## config.mk

```make
export PLATFORM = sky130hd
export DESIGN_NAME = irq_group2_enable_priority
export DESIGN_NICKNAME = d
export VERILOG_FILES = /design/src/design/irq_prio_pick.v /design/src/design/irq_group2_enable_priority.v
export VERILOG_INCLUDE_DIRS = /design/src /design/src/design
export SDC_FILE = /design/constraint.sdc
export NUM_CORES = 1
export LEC_CHECK = 0
export BUFFER_PORTS_ARGS = -buffer_cell sky130_fd_sc_hd__clkbuf_2
export CORE_MARGIN = 1
export CORE_UTILIZATION = 52
export CTS_CLUSTER_DIAMETER = 50
export DETAILED_ROUTE_END_ITERATION = 10
export GPL_TIMING_DRIVEN = 1
export PLACE_DENSITY = 0.77
export REMOVE_ABC_BUFFERS = 1
export SYNTH_ARGS = -nofsm -noshare
export SYNTH_HDL_FRONTEND = slang
export SYNTH_SLANG_ARGS = --single-unit
```

## constraint.sdc

```tcl
create_clock -name mclk_i -period 6.55 [get_ports mclk_i]
set_input_delay 0.3275 -clock mclk_i [delete_from_list [all_inputs] [get_ports mclk_i]]
set_output_delay 0.3275 -clock mclk_i [all_outputs]
set_load 0.005 [all_outputs]
```

## src/design/irq_group2_defines.vh

```
`ifndef IRQ_GROUP2_DEFINES_VH
`define IRQ_GROUP2_DEFINES_VH
// ==========================================
// register addresses on the special-function-register bus
`define IRQ_GROUP2_ENABLE_ADDR     8'hf3
`define IRQ_GROUP2_PRIO_LOW_ADDR   8'hed
`define IRQ_GROUP2_PRIO_HIGH_ADDR  8'hf6
// ==========================================
// register pages
`define IRQ_GROUP2_PAGE_BASE       8'h00
`define IRQ_GROUP2_PAGE_EXT        8'h10
// ==========================================
// reset values
`define IRQ_GROUP2_ENABLE_RST      8'h00
`define IRQ_GROUP2_PRIO_LOW_RST    8'h00
`define IRQ_GROUP2_PRIO_HIGH_RST   8'h00
// ==========================================
// bit positions, shared by the enable and priority registers
`define UART_B_BIT                 0
`define I2C_SLAVE_BIT              1
`define TIMER4_BIT                 2
`define TIMER5_BIT                 3
`define LOGIC_UNIT_BIT             4
`define SOURCE_COUNT               5
// ==========================================
// winner code when nothing is pending
`define IRQ_NONE_ID                3'h7
`endif

```

## src/design/irq_prio_pick.v

```verilog
`timescale 1ns/100ps
`default_nettype none
`include "irq_group2_defines.vh"
// ==========================================
// combinational pick of the highest priority pending source
module irq_prio_pick #(
  parameter N = 5
) (
  input  wire [N-1:0]   req_i,       // masked requests
  input  wire [N-1:0]   prio_low_i,  // priority low bits
  input  wire [N-1:0]   prio_high_i, // priority high bits
  output reg            any_o,       // some request pending
  output reg  [2:0]     id_o,        // winning source index
  output reg  [1:0]     level_o      // winning priority code
);
  integer k;
  always @* begin
    any_o   = 1'b0;
    id_o    = `IRQ_NONE_ID;
    level_o = 2'b00;
    // ties go to the lowest index, scanned from the top down
    for (k = N-1; k >= 0; k = k - 1) begin
      if (req_i[k] && (!any_o || {prio_high_i[k], prio_low_i[k]} >= level_o)) begin
        any_o   = 1'b1;
        id_o    = k[2:0];
        level_o = {prio_high_i[k], prio_low_i[k]};
      end
    end
  end
endmodule // irq_prio_pick
`default_nettype wire

```

## src/design/irq_group2_enable_priority.v

```verilog
// Contract
// - enable bit 2 passes timer 4 requests from either overflow flag, blocks them when clear.
// - enable bit 3 passes timer 5 requests from either overflow flag, blocks them when clear.
// - the logic unit priority takes bit 4 of the low and of the high priority register.
// - timer 5 priority takes bit 3 of the low and of the high priority register.
// - timer 4 priority takes bit 2 of the low and of the high priority register.
// - the I2C slave priority takes bit 1 of the low and of the high priority register.
// - the second UART priority takes bit 0 of the low and of the high priority register.
`timescale 1ns/100ps
`default_nettype none
`include "irq_group2_defines.vh"
module irq_group2_enable_priority (
  input  wire        mclk_i,                    // system clock
  input  wire        sys_rst_i,                 // async reset, high
  input  wire [7:0]  sfr_addr_i,                // register address
  input  wire [7:0]  sfr_page_i,                // register page
  input  wire        sfr_wr_i,                  // write strobe
  input  wire        sfr_rd_i,                  // read strobe
  input  wire [7:0]  sfr_wdata_i,               // write data
  input  wire        logic_unit_zero_req_i,     // logic unit request
  input  wire        timer4_low_overflow_flag_i,  // timer 4 low flag
  input  wire        timer4_high_overflow_flag_i, // timer 4 high flag
  input  wire        timer5_low_overflow_flag_i,  // timer 5 low flag
  input  wire        timer5_high_overflow_flag_i, // timer 5 high flag
  input  wire        i2c_slave_unit_req_i,      // i2c slave request
  input  wire        uart_b_req_i,              // second uart request
  output reg  [7:0]  sfr_rdata_o,               // read data
  output reg  [4:0]  irq_req_o,                 // masked requests
  output reg  [9:0]  irq_prio_o,                // 2-bit codes, source k at [2k+1:2k]
  output reg         irq_pending_o,             // any masked request
  output reg  [2:0]  irq_winner_o,              // winning source index
  output reg  [1:0]  irq_winner_level_o         // winning code
);
  reg  [7:0] irq_group2_enable;
  reg  [7:0] irq_group2_priority_low;
  reg  [7:0] irq_group2_priority_high;
  wire [4:0] raw_req;
  wire [4:0] masked_req;
  wire [4:0] prio_low;
  wire [4:0] prio_high;
  wire [9:0] next_prio;
  wire       pick_any;
  wire [2:0] pick_id;
  wire [1:0] pick_level;
  wire       hit_enable;
  wire       hit_prio_low;
  wire       hit_prio_high;
  // named enable bits
  wire       logic_unit_irq_enable;
  wire       timer5_irq_enable;
  wire       timer4_irq_enable;
  wire       i2c_slave_irq_enable;
  wire       uart_b_irq_enable;
  // named priority bits
  wire       logic_unit_prio_low;
  wire       logic_unit_prio_high;
  wire       timer5_prio_low;
  wire       timer5_prio_high;
  wire       timer4_prio_low;
  wire       timer4_prio_high;
  wire       i2c_slave_prio_low;
  wire       i2c_slave_prio_high;
  wire       uart_b_prio_low;
  wire       uart_b_prio_high;

  // ==========================================
  // address decode, shared by the write and the read path
  // enable answers on both pages so software need not switch page to mask
  function enable_hit;
    input [7:0] page;
    input [7:0] addr;
    begin
      enable_hit = (addr == `IRQ_GROUP2_ENABLE_ADDR) &&
                   ((page == `IRQ_GROUP2_PAGE_BASE) || (page == `IRQ_GROUP2_PAGE_EXT));
    end
  endfunction

  // priority registers exist on the extended page only
  function ext_hit;
    input [7:0] page;
    input [7:0] addr;
    input [7:0] target;
    begin
      ext_hit = (page == `IRQ_GROUP2_PAGE_EXT) && (addr == target);
    end
  endfunction

  assign hit_enable    = enable_hit(sfr_page_i, sfr_addr_i);
  assign hit_prio_low  = ext_hit(sfr_page_i, sfr_addr_i, `IRQ_GROUP2_PRIO_LOW_ADDR);
  assign hit_prio_high = ext_hit(sfr_page_i, sfr_addr_i, `IRQ_GROUP2_PRIO_HIGH_ADDR);

  // ==========================================
  // register access
  always @(posedge mclk_i or posedge sys_rst_i) begin
    if (sys_rst_i) begin
      irq_group2_enable        <= `IRQ_GROUP2_ENABLE_RST;
      irq_group2_priority_low  <= `IRQ_GROUP2_PRIO_LOW_RST;
      irq_group2_priority_high <= `IRQ_GROUP2_PRIO_HIGH_RST;
    end else if (sfr_wr_i) begin
      if (hit_enable)
        irq_group2_enable <= sfr_wdata_i;
      if (hit_prio_low)
        irq_group2_priority_low <= sfr_wdata_i;
      if (hit_prio_high)
        irq_group2_priority_high <= sfr_wdata_i;
    end
  end

  // read data registered; unmapped reads return zero
  // a read in the cycle of a write to the same register sees the old value
  always @(posedge mclk_i or posedge sys_rst_i) begin
    if (sys_rst_i) begin
      sfr_rdata_o <= 8'h00;
    end else if (sfr_rd_i) begin
      if (hit_enable)
        sfr_rdata_o <= irq_group2_enable;
      else if (hit_prio_low)
        sfr_rdata_o <= irq_group2_priority_low;
      else if (hit_prio_high)
        sfr_rdata_o <= irq_group2_priority_high;
      else
        sfr_rdata_o <= 8'h00;
    end
  end

  // ==========================================
  // enable bits; bits 7 to 5 steer nothing
  assign logic_unit_irq_enable = irq_group2_enable[`LOGIC_UNIT_BIT];
  assign timer5_irq_enable     = irq_group2_enable[`TIMER5_BIT];
  assign timer4_irq_enable     = irq_group2_enable[`TIMER4_BIT];
  assign i2c_slave_irq_enable  = irq_group2_enable[`I2C_SLAVE_BIT];
  assign uart_b_irq_enable     = irq_group2_enable[`UART_B_BIT];

  // ==========================================
  // masking
  // requests are levels from same-clock sources, so no edge capture here
  // either timer 4 flag
  assign raw_req[`TIMER4_BIT]     = timer4_low_overflow_flag_i | timer4_high_overflow_flag_i;
  assign raw_req[`TIMER5_BIT]     = timer5_low_overflow_flag_i | timer5_high_overflow_flag_i;
  assign raw_req[`LOGIC_UNIT_BIT] = logic_unit_zero_req_i;
  assign raw_req[`I2C_SLAVE_BIT]  = i2c_slave_unit_req_i;
  assign raw_req[`UART_B_BIT]     = uart_b_req_i;

  assign masked_req[`TIMER4_BIT]     = raw_req[`TIMER4_BIT] & timer4_irq_enable;
  assign masked_req[`TIMER5_BIT]     = raw_req[`TIMER5_BIT] & timer5_irq_enable;
  assign masked_req[`LOGIC_UNIT_BIT] = raw_req[`LOGIC_UNIT_BIT] & logic_unit_irq_enable;
  assign masked_req[`I2C_SLAVE_BIT]  = raw_req[`I2C_SLAVE_BIT] & i2c_slave_irq_enable;
  assign masked_req[`UART_B_BIT]     = raw_req[`UART_B_BIT] & uart_b_irq_enable;

  // ==========================================
  // priority fields
  // logic unit bit 4
  assign logic_unit_prio_low  = irq_group2_priority_low[`LOGIC_UNIT_BIT];
  assign logic_unit_prio_high = irq_group2_priority_high[`LOGIC_UNIT_BIT];
  assign timer5_prio_low      = irq_group2_priority_low[`TIMER5_BIT];
  assign timer5_prio_high     = irq_group2_priority_high[`TIMER5_BIT];
  assign timer4_prio_low      = irq_group2_priority_low[`TIMER4_BIT];
  assign timer4_prio_high     = irq_group2_priority_high[`TIMER4_BIT];
  assign i2c_slave_prio_low   = irq_group2_priority_low[`I2C_SLAVE_BIT];
  assign i2c_slave_prio_high  = irq_group2_priority_high[`I2C_SLAVE_BIT];
  assign uart_b_prio_low      = irq_group2_priority_low[`UART_B_BIT];
  assign uart_b_prio_high     = irq_group2_priority_high[`UART_B_BIT];

  // source order matches the enable bit positions
  assign prio_low  = {logic_unit_prio_low, timer5_prio_low, timer4_prio_low,
                      i2c_slave_prio_low, uart_b_prio_low};
  assign prio_high = {logic_unit_prio_high, timer5_prio_high, timer4_prio_high,
                      i2c_slave_prio_high, uart_b_prio_high};

  // pack each source's code as {high, low}
  genvar g;
  generate
    for (g = 0; g < `SOURCE_COUNT; g = g + 1) begin : g_pack
      assign next_prio[2*g+1:2*g] = {prio_high[g], prio_low[g]};
    end
  endgenerate

  irq_prio_pick #(
    .N (`SOURCE_COUNT)
  ) u_pick (
    .req_i       (masked_req),
    .prio_low_i  (prio_low),
    .prio_high_i (prio_high),
    .any_o       (pick_any),
    .id_o        (pick_id),
    .level_o     (pick_level)
  );

  // ==========================================
  // registered outputs to the arbitration; one cycle of latency
  always @(posedge mclk_i or posedge sys_rst_i) begin
    if (sys_rst_i) begin
      irq_req_o          <= 5'h00;
      irq_prio_o         <= 10'h000;
      irq_pending_o      <= 1'b0;
      irq_winner_o       <= `IRQ_NONE_ID;
      irq_winner_level_o <= 2'b00;
    end else begin
      irq_req_o          <= masked_req;
      irq_prio_o         <= next_prio;
      irq_pending_o      <= pick_any;
      irq_winner_o       <= pick_id;
      irq_winner_level_o <= pick_level;
    end
  end
endmodule // irq_group2_enable_priority
`default_nettype wire

```

==> results of run 1 <==
-- worst max-delay path by stage --
stage                                      endpoint  slack, ps  depth (start not counted)
global placement    irq_winner_level_o[0]$_DFF_PP0_       1370                         25
floorplan           irq_winner_level_o[0]$_DFF_PP0_       1690                         24
CTS                       irq_winner_o[2]$_DFF_PP1_       1220                         24
detailed placement  irq_winner_level_o[0]$_DFF_PP0_       1210                         26
global route        irq_winner_level_o[0]$_DFF_PP0_        730                         25
finish                    irq_winner_o[2]$_DFF_PP1_       1190                         25
-- cell families (layout without fill, tap and decap cells) --
| logic type | Yosys count | after routing |
|---|---|---|
| AO/OA/AOI/OAI | 40 | 40 |
| adder cells (fa/ha/maj) | 8 | 8 |
| buffers and inverters | 13 | 83 |
| flip-flops | 53 | 53 |
| multiplexers | 24 | 24 |
| AND/OR/NAND/NOR | 44 | 44 |
-- state kept, by name (all words and copies together), names as in the netlist --
| name | flops |
|---|---|
| irq_prio_o | 10 |
| irq_group2_enable | 8 |
| irq_group2_priority_high | 8 |
| irq_group2_priority_low | 8 |
| sfr_rdata_o | 8 |
| irq_req_o | 5 |
| irq_winner_o | 3 |
| irq_winner_level_o | 2 |
| irq_pending_o | 1 |
-- per-stage QoR --
| stage | power [µW] | setup WS, ps | hold WS [ps] |
|---|---|---|---|
| detailed placement | 375 | 1210 | 426 |
| CTS | 550 | 1220 | 270 |
| global route | 566 | 726 | 268 |
| finish | 545 | 1190 | 260 |
| global placement | 375 | 1370 | 419 |
| floorplan | 354 | 1690 | 390 |
-- worst reg2reg max path: stages (launching register included) --
cell and delay [ps]:
dfrtp_1 400, nand2_1 150, inv_1 150, nand2_1 70, ha_1 270, a211o_1 310
and3_1 200, or2_2 300, ha_1 260, nand2b_1 140, a221o_1 330, and2_1 220
o31ai_1 340, inv_1 80, ha_1 270, nand2b_1 140, a21oi_1 190, a21oi_1 160
nand2_1 90, o21ai_0 80, ha_1 280, nand2b_1 140, a21oi_1 230, a21o_1 210
nand2_1 120, nor3_1 160
-- placed cells by master (no fill, tap or decap), drive strengths merged, types with 3 or more instances in the layout --
cell and instances:
nor4 3, o31ai 3, nand2b 6, o21ai 6, dfrtp 50, ha 8
dfstp 3, mux2 24, a21oi 4, and2 4, inv 12, nand3 3
and3 3, clkbuf 69, o221a 8, a221o 9, nand2 14
-- routing by layer --
metal	vias to the layer above	routed length [µm]	track usage (%)
met4	0	50	5.56
met1	843	2100	26.3
met3	6	204	4.47
met2	53	2270	34.1
li1	819	-	-
met5	-	0	0
-- cell type report --
| cell class | count | area [µm²] |
|---|---|---|
| fillers | 335 | 1530 |
| flip-flops and latches | 53 | 1330 |
| multi-input cells | 116 | 1020 |
| repair buffers | 63 | 315 |
| clock buffers | 6 | 72.6 |
| well taps | 52 | 65.1 |
| inverters | 12 | 45.0 |
| clock inverters | 2 | 10.0 |
-- report_power, final --
group,leakage (µW),internal [µW],switching (µW)
clock,0.0000450,74.3,102
combinational,0.000763,16.6,18.7
sequential,0.000719,331,2.24
total,0.00153,421,123
==> impl_metrics.yaml, run 1 <==
worst_setup_path:
  start_kind: "register"
  rr_worst_depth: 25
  crit-reg2reg-launch: "irq_group2_enable[4]$_DFFE_PP0P_"
  critPathArrivalTime_ps: 5580
  cp_max_fo: 6
  startpoint: "irq_group2_enable[4]$_DFFE_PP0P_"
  required_ps: 6770
  regToRegSetupSlack_ps: 1190
  timing.critical_path.buf_inv: 2
  crit_family: "compound AO/OA/AOI/OAI gates"
  end_kind: "register"
  crit_path_max_incr_delay_ps: 400
  slowest_stage: "dfrtp_1"
  path_class: "reg -> reg"
  r2r-end: "irq_winner_o[2]$_DFF_PP1_"
placed_design:
  dp_hpwl_um: 3360
  post_dp_cell_area_um2: 2780
  io_buffer_count: 63
  dpl.cell_count: 296
  gp_congestion: 0.800
power_and_ir_drop:
  pwr_density_cell_nw_per_um2: 191
  ir_worst_vdd_mv: 0.105
  leakage_uw: 0.00153
clock_network:
  cts_tree: "yes"
  clock_latency_ps: 300
  cts_resized: 0
  cts-root-buf: "clkbuf_8"
  post_cts_buffers: 0
  cts_sinks: 53
  postCtsHoldBufs: 0
  path_clk_slew_ps: 90
  htree_levels: 2
  cts_buffers: 5
  clockBufferDepth: 2
floorplanning:
  rows: 24
  core_um2: 4380
  start_util_pct: 54.7
  fp.dieH_um: 69.9
  ios: 64
  die_w_um: 69.9
  dieArea_um2: 4890
cells_and_area:
  area_growth_pct: 19.1
  fin_area_um2: 2860
  finalNonFillerCells: 304
  diodes: 0
  drive_gt1_share_pct: 48.4
  layout.nets: 294
  final_core_util_pct: 65.2
yosys:
  netlist.area_leader.share_pct: 52.1
  synth_edf_count: 0
  synth_cells: 182
  yosys.area_share.adder_pct: 4.17
  synthDominantAreaCellType: "dfrtp_1"
  ys_warn_count: 0
  synth-compound-area-share_pct: 14.2
  yosysMostFrequentCell: "dfrtp_1"
  synthFlopType: "dfrtp_1"
  ys_ff_latch: 53
  yosys.area_share.simple_pct: 12.9
  yosysSeqAreaShare_pct: 55.4
  synth_top_family_by_area: "compound AO/OA/AOI/OAI gates"
  yosysUniqueCellTypes: 35
  synth_xor_area_share_pct: 0
  async_reset_ff_share_pct: 100
  yosys-top-cells-area: "dfrtp_1 52%, mux2_2 11%, ha_1 4.2%, a221o_2 3.8%, o221a_2 3.8%"
  synth_common_cells: "50 x dfrtp_1, 23 x mux2_2, 12 x inv_1, 12 x nand2_1"
  synthesis.area_um2: 2400
  synth_mux_area_share_pct: 11.3
  syn_avg_cell_area_um2: 13.2
hold_path:
  hold_path.class: "in -> async"
global_route:
  grt_usage_pct: 20.2
  grt_pass1_vias: 1687
  grt_pass1_wl_um: 7740
  grt_max_degree: 54
  antenna_found_initial: 0
  grt_overflow: 0
route:
  via_per_inst: 5.66
  drt_wl_total_um: 4620
  drcViolationCount: 0
  wl_per_cell_um: 15.2
  vias: 1721
  firstDrtPassIters: 4
  drt-initial-drc-count: 133
  drtAntennaViolNets: 0
sta:
  max_freq_ghz: 0.186
  tns_ps: 0
  rsz0062_at_grt: "no"
  worst_pin_slew_ps: 1050
  slew_headroom_pct: 29.8
  setup_violations: 0
  worst_clock_skew_ps: 7.22
  post-route-min-period_ps: 5360
  post-route-period-util_pct: 81.9
  slew_viol_final: 0
  hold_violations: 0
run_status:
  status: "finished, final reports clean"
run:
  drv_cap: 0
Power figures use the tool's default switching activity.
==> run 2: changes to the inputs <==
Clock period 6.55 ns to 5.01 ns, I/O delays scaled along.
==> run 2 against run 1 <==
The run now ends with negative setup slack left; register-to-register slack worse by 1300 ps; cell count is 5.6% higher; largest cell class unchanged; cell area is 9.6% higher.
==> impl_metrics.yaml, run 2 (synthesis results as in run 1) <==
worst_setup_path:
  worstSetupPathDepth: 22
  r2r-end: "irq_winner_o[2]$_DFF_PP1_"
  cp_max_fo: 5
  critPathArrivalTime_ps: 5330
  end_kind: "register"
  cp_cell_sequence: "and3_4 > ha_1 > nand2b_4 > a211o_1 > buf_6 > a21boi_0 > nor2_1 > ha_1 > a221o_1 > and2_4 > o31ai_1 > ha_1 > a21oi_4 > a21oi_2 > nand2_1 > o21ai_1 > ha_1 > nand2b_1 > a21oi_2 > a21o_1 > nand2_2 > nor3_2"
  path_class: "reg -> reg"
  timing.critical_path.buf_inv: 1
  required_ps: 5240
  start_kind: "register"
  crit_family: "compound AO/OA/AOI/OAI gates"
  slowest_stage: "o31ai_1"
  crit_path_max_incr_delay_ps: 440
  crit_top_cell: "ha_1"
  rr_worst_depth: 22
  regToRegSetupSlack_ps: -80
  crit-reg2reg-launch: "irq_group2_enable[4]$_DFFE_PP0P_"
route:
  drt-initial-drc-count: 132
  firstDrtPassIters: 4
  drcViolationCount: 0
  vias: 1834
  drt_wl_total_um: 5300
  wl_per_cell_um: 16.5
  via_per_inst: 5.71
  drtAntennaViolNets: 0
sta:
  hold_violations: 0
  post-route-min-period_ps: 5090
  worst_pin_slew_ps: 1070
  slew_viol_final: 0
  slew_headroom_pct: 28.7
  worst_slack_ps: -84.3
  worst_clock_skew_ps: 8.65
  post-route-period-util_pct: 102
  setup_violations: 4
  max_freq_ghz: 0.196
  whs_ps: 194
floorplanning:
  start_util_pct: 54.7
  rows: 24
  fp.dieH_um: 69.9
  die_w_um: 69.9
  ios: 64
  core_um2: 4380
  dieArea_um2: 4890
run:
  drv_cap: 0
hold_path:
  hold_path.class: "in -> async"
clock_network:
  htree_levels: 2
  clockBufferDepth: 2
  cts-root-buf: "clkbuf_8"
  cts_sinks: 53
  cts_buffers: 5
  postCtsHoldBufs: 0
  path_clk_slew_ps: 90
  clock_latency_ps: 300
  cts_tree: "yes"
power_and_ir_drop:
  ir_worst_vdd_mv: 0.143
  pwr_density_cell_nw_per_um2: 236
  pwr-share-comb_pct: 6.3
  p_int_uw: 579
  switching_power_uw: 161
  clkPwrFrac_pct: 34.9
  seqPwrFrac_pct: 58.7
  leakage_uw: 0.00167
  swShare_pct: 21.8
run_status:
  status: "complete, but fails checks"
  violations: "negative setup slack"
cells_and_area:
  fin_area_um2: 3130
  layout_commonest_cell: "clkbuf_2"
  drive_gt1_share_pct: 59.1
  finalNonFillerCells: 321
  final_cell_mix: "63 x clkbuf_2, 50 x dfrtp_1, 23 x mux2_2, 15 x buf_4"
  area_growth_pct: 30.6
  diodes: 0
  largest_register: "irq_prio_o"
  largest_register_ffs: 10
  layout.nets: 311
global_route:
  grt_overflow: 0
  grt_pass1_wl_um: 7980
  grt_max_degree: 54
  grt_pass1_vias: 1708
  grt_usage_pct: 20.9
  antenna_found_initial: 0
placed_design:
  gp_congestion: 0.814
  dpl.cell_count: 307
  post_dp_cell_area_um2: 2860
  dp_hpwl_um: 3490
  dp_slack_ps: -164
  io_buffer_count: 63
==> run 2: worst register-to-register path, stage by stage, from the launching register on <==
cell      delay (ps)
dfrtp_1          400
and3_4           170
ha_1             260
nand2b_4         130
a211o_1          280
buf_6            140
a21boi_0         310
nor2_1            90
ha_1             290
a221o_1          360
and2_4           200
o31ai_1          440
ha_1             370
a21oi_4          180
a21oi_2          100
nand2_1           90
o21ai_1           80
ha_1             300
nand2b_1         160
a21oi_2          180
a21o_1           200
nand2_2          120
nor3_2           170
==> run 2: power groups by stage <==
stage                     Combinational (µW)  Sequential (µW)  Clock, µW
after floorplan                         19.6              443          0
after global placement                  46.5              443          0
after detailed placement                47.6              443          0
after CTS                               47.6              435        265
after global routing                    52.5              435        280
final                                   46.9              435        259
==> run 2: worst max path at each step <==
stage / from / endpoint
global placement: irq_group2_enable[4]$_DFFE_PP0P_ / irq_winner_o[2]$_DFF_PP1_
detailed placement: irq_group2_enable[4]$_DFFE_PP0P_ / irq_winner_level_o[0]$_DFF_PP0_
global route: irq_group2_enable[4]$_DFFE_PP0P_ / irq_winner_o[2]$_DFF_PP1_
floorplan: irq_group2_priority_low[4]$_DFFE_PP0P_ / irq_winner_level_o[1]$_DFF_PP0_
CTS: irq_group2_priority_low[4]$_DFFE_PP0P_ / irq_winner_level_o[1]$_DFF_PP0_
finish: irq_group2_enable[4]$_DFFE_PP0P_ / irq_winner_o[2]$_DFF_PP1_
==> run 2: metrics by stage <==
step                      setup TNS (ps)  power (µW)  utilization, %
after floorplan                        0         463               -
after global placement             -62.4         490            65.2
after detailed placement            -526         491            65.2
after CTS                              0         747            68.6
after global routing                -901         768            71.5
final                               -182         740            71.5
==> run 2: repair_timing <==
action / in CTS / in global routing
resized for setup: 9 / 21
setup endpoints to repair: 5 / 5
pin swaps: 1 / 15
buffers inserted: 2 / 4
endpoints found under the hold margin: 0 / 0
==> run 2: routing by layer <==
metal / vias to the layer above / routed length, µm / track usage (%)
met1: 923 / 2330 / 27.6
met3: 5 / 276 / 4.91
met4: 0 / 51 / 6.44
li1: 852 / - / -
met5: - / 0 / 0
met2: 54 / 2640 / 34.5
==> run 2: final cells by class <==
class                           instances  area (µm²)
Fill cell                             297        1250
Multi-Input combinational cell        116        1140
Timing Repair Buffer                   80         450
Inverter                               12        45.0
Clock inverter                          1        5.00
Tap cell                               52        65.1
Clock buffer                            7        96.3
Sequential cell                        53        1330
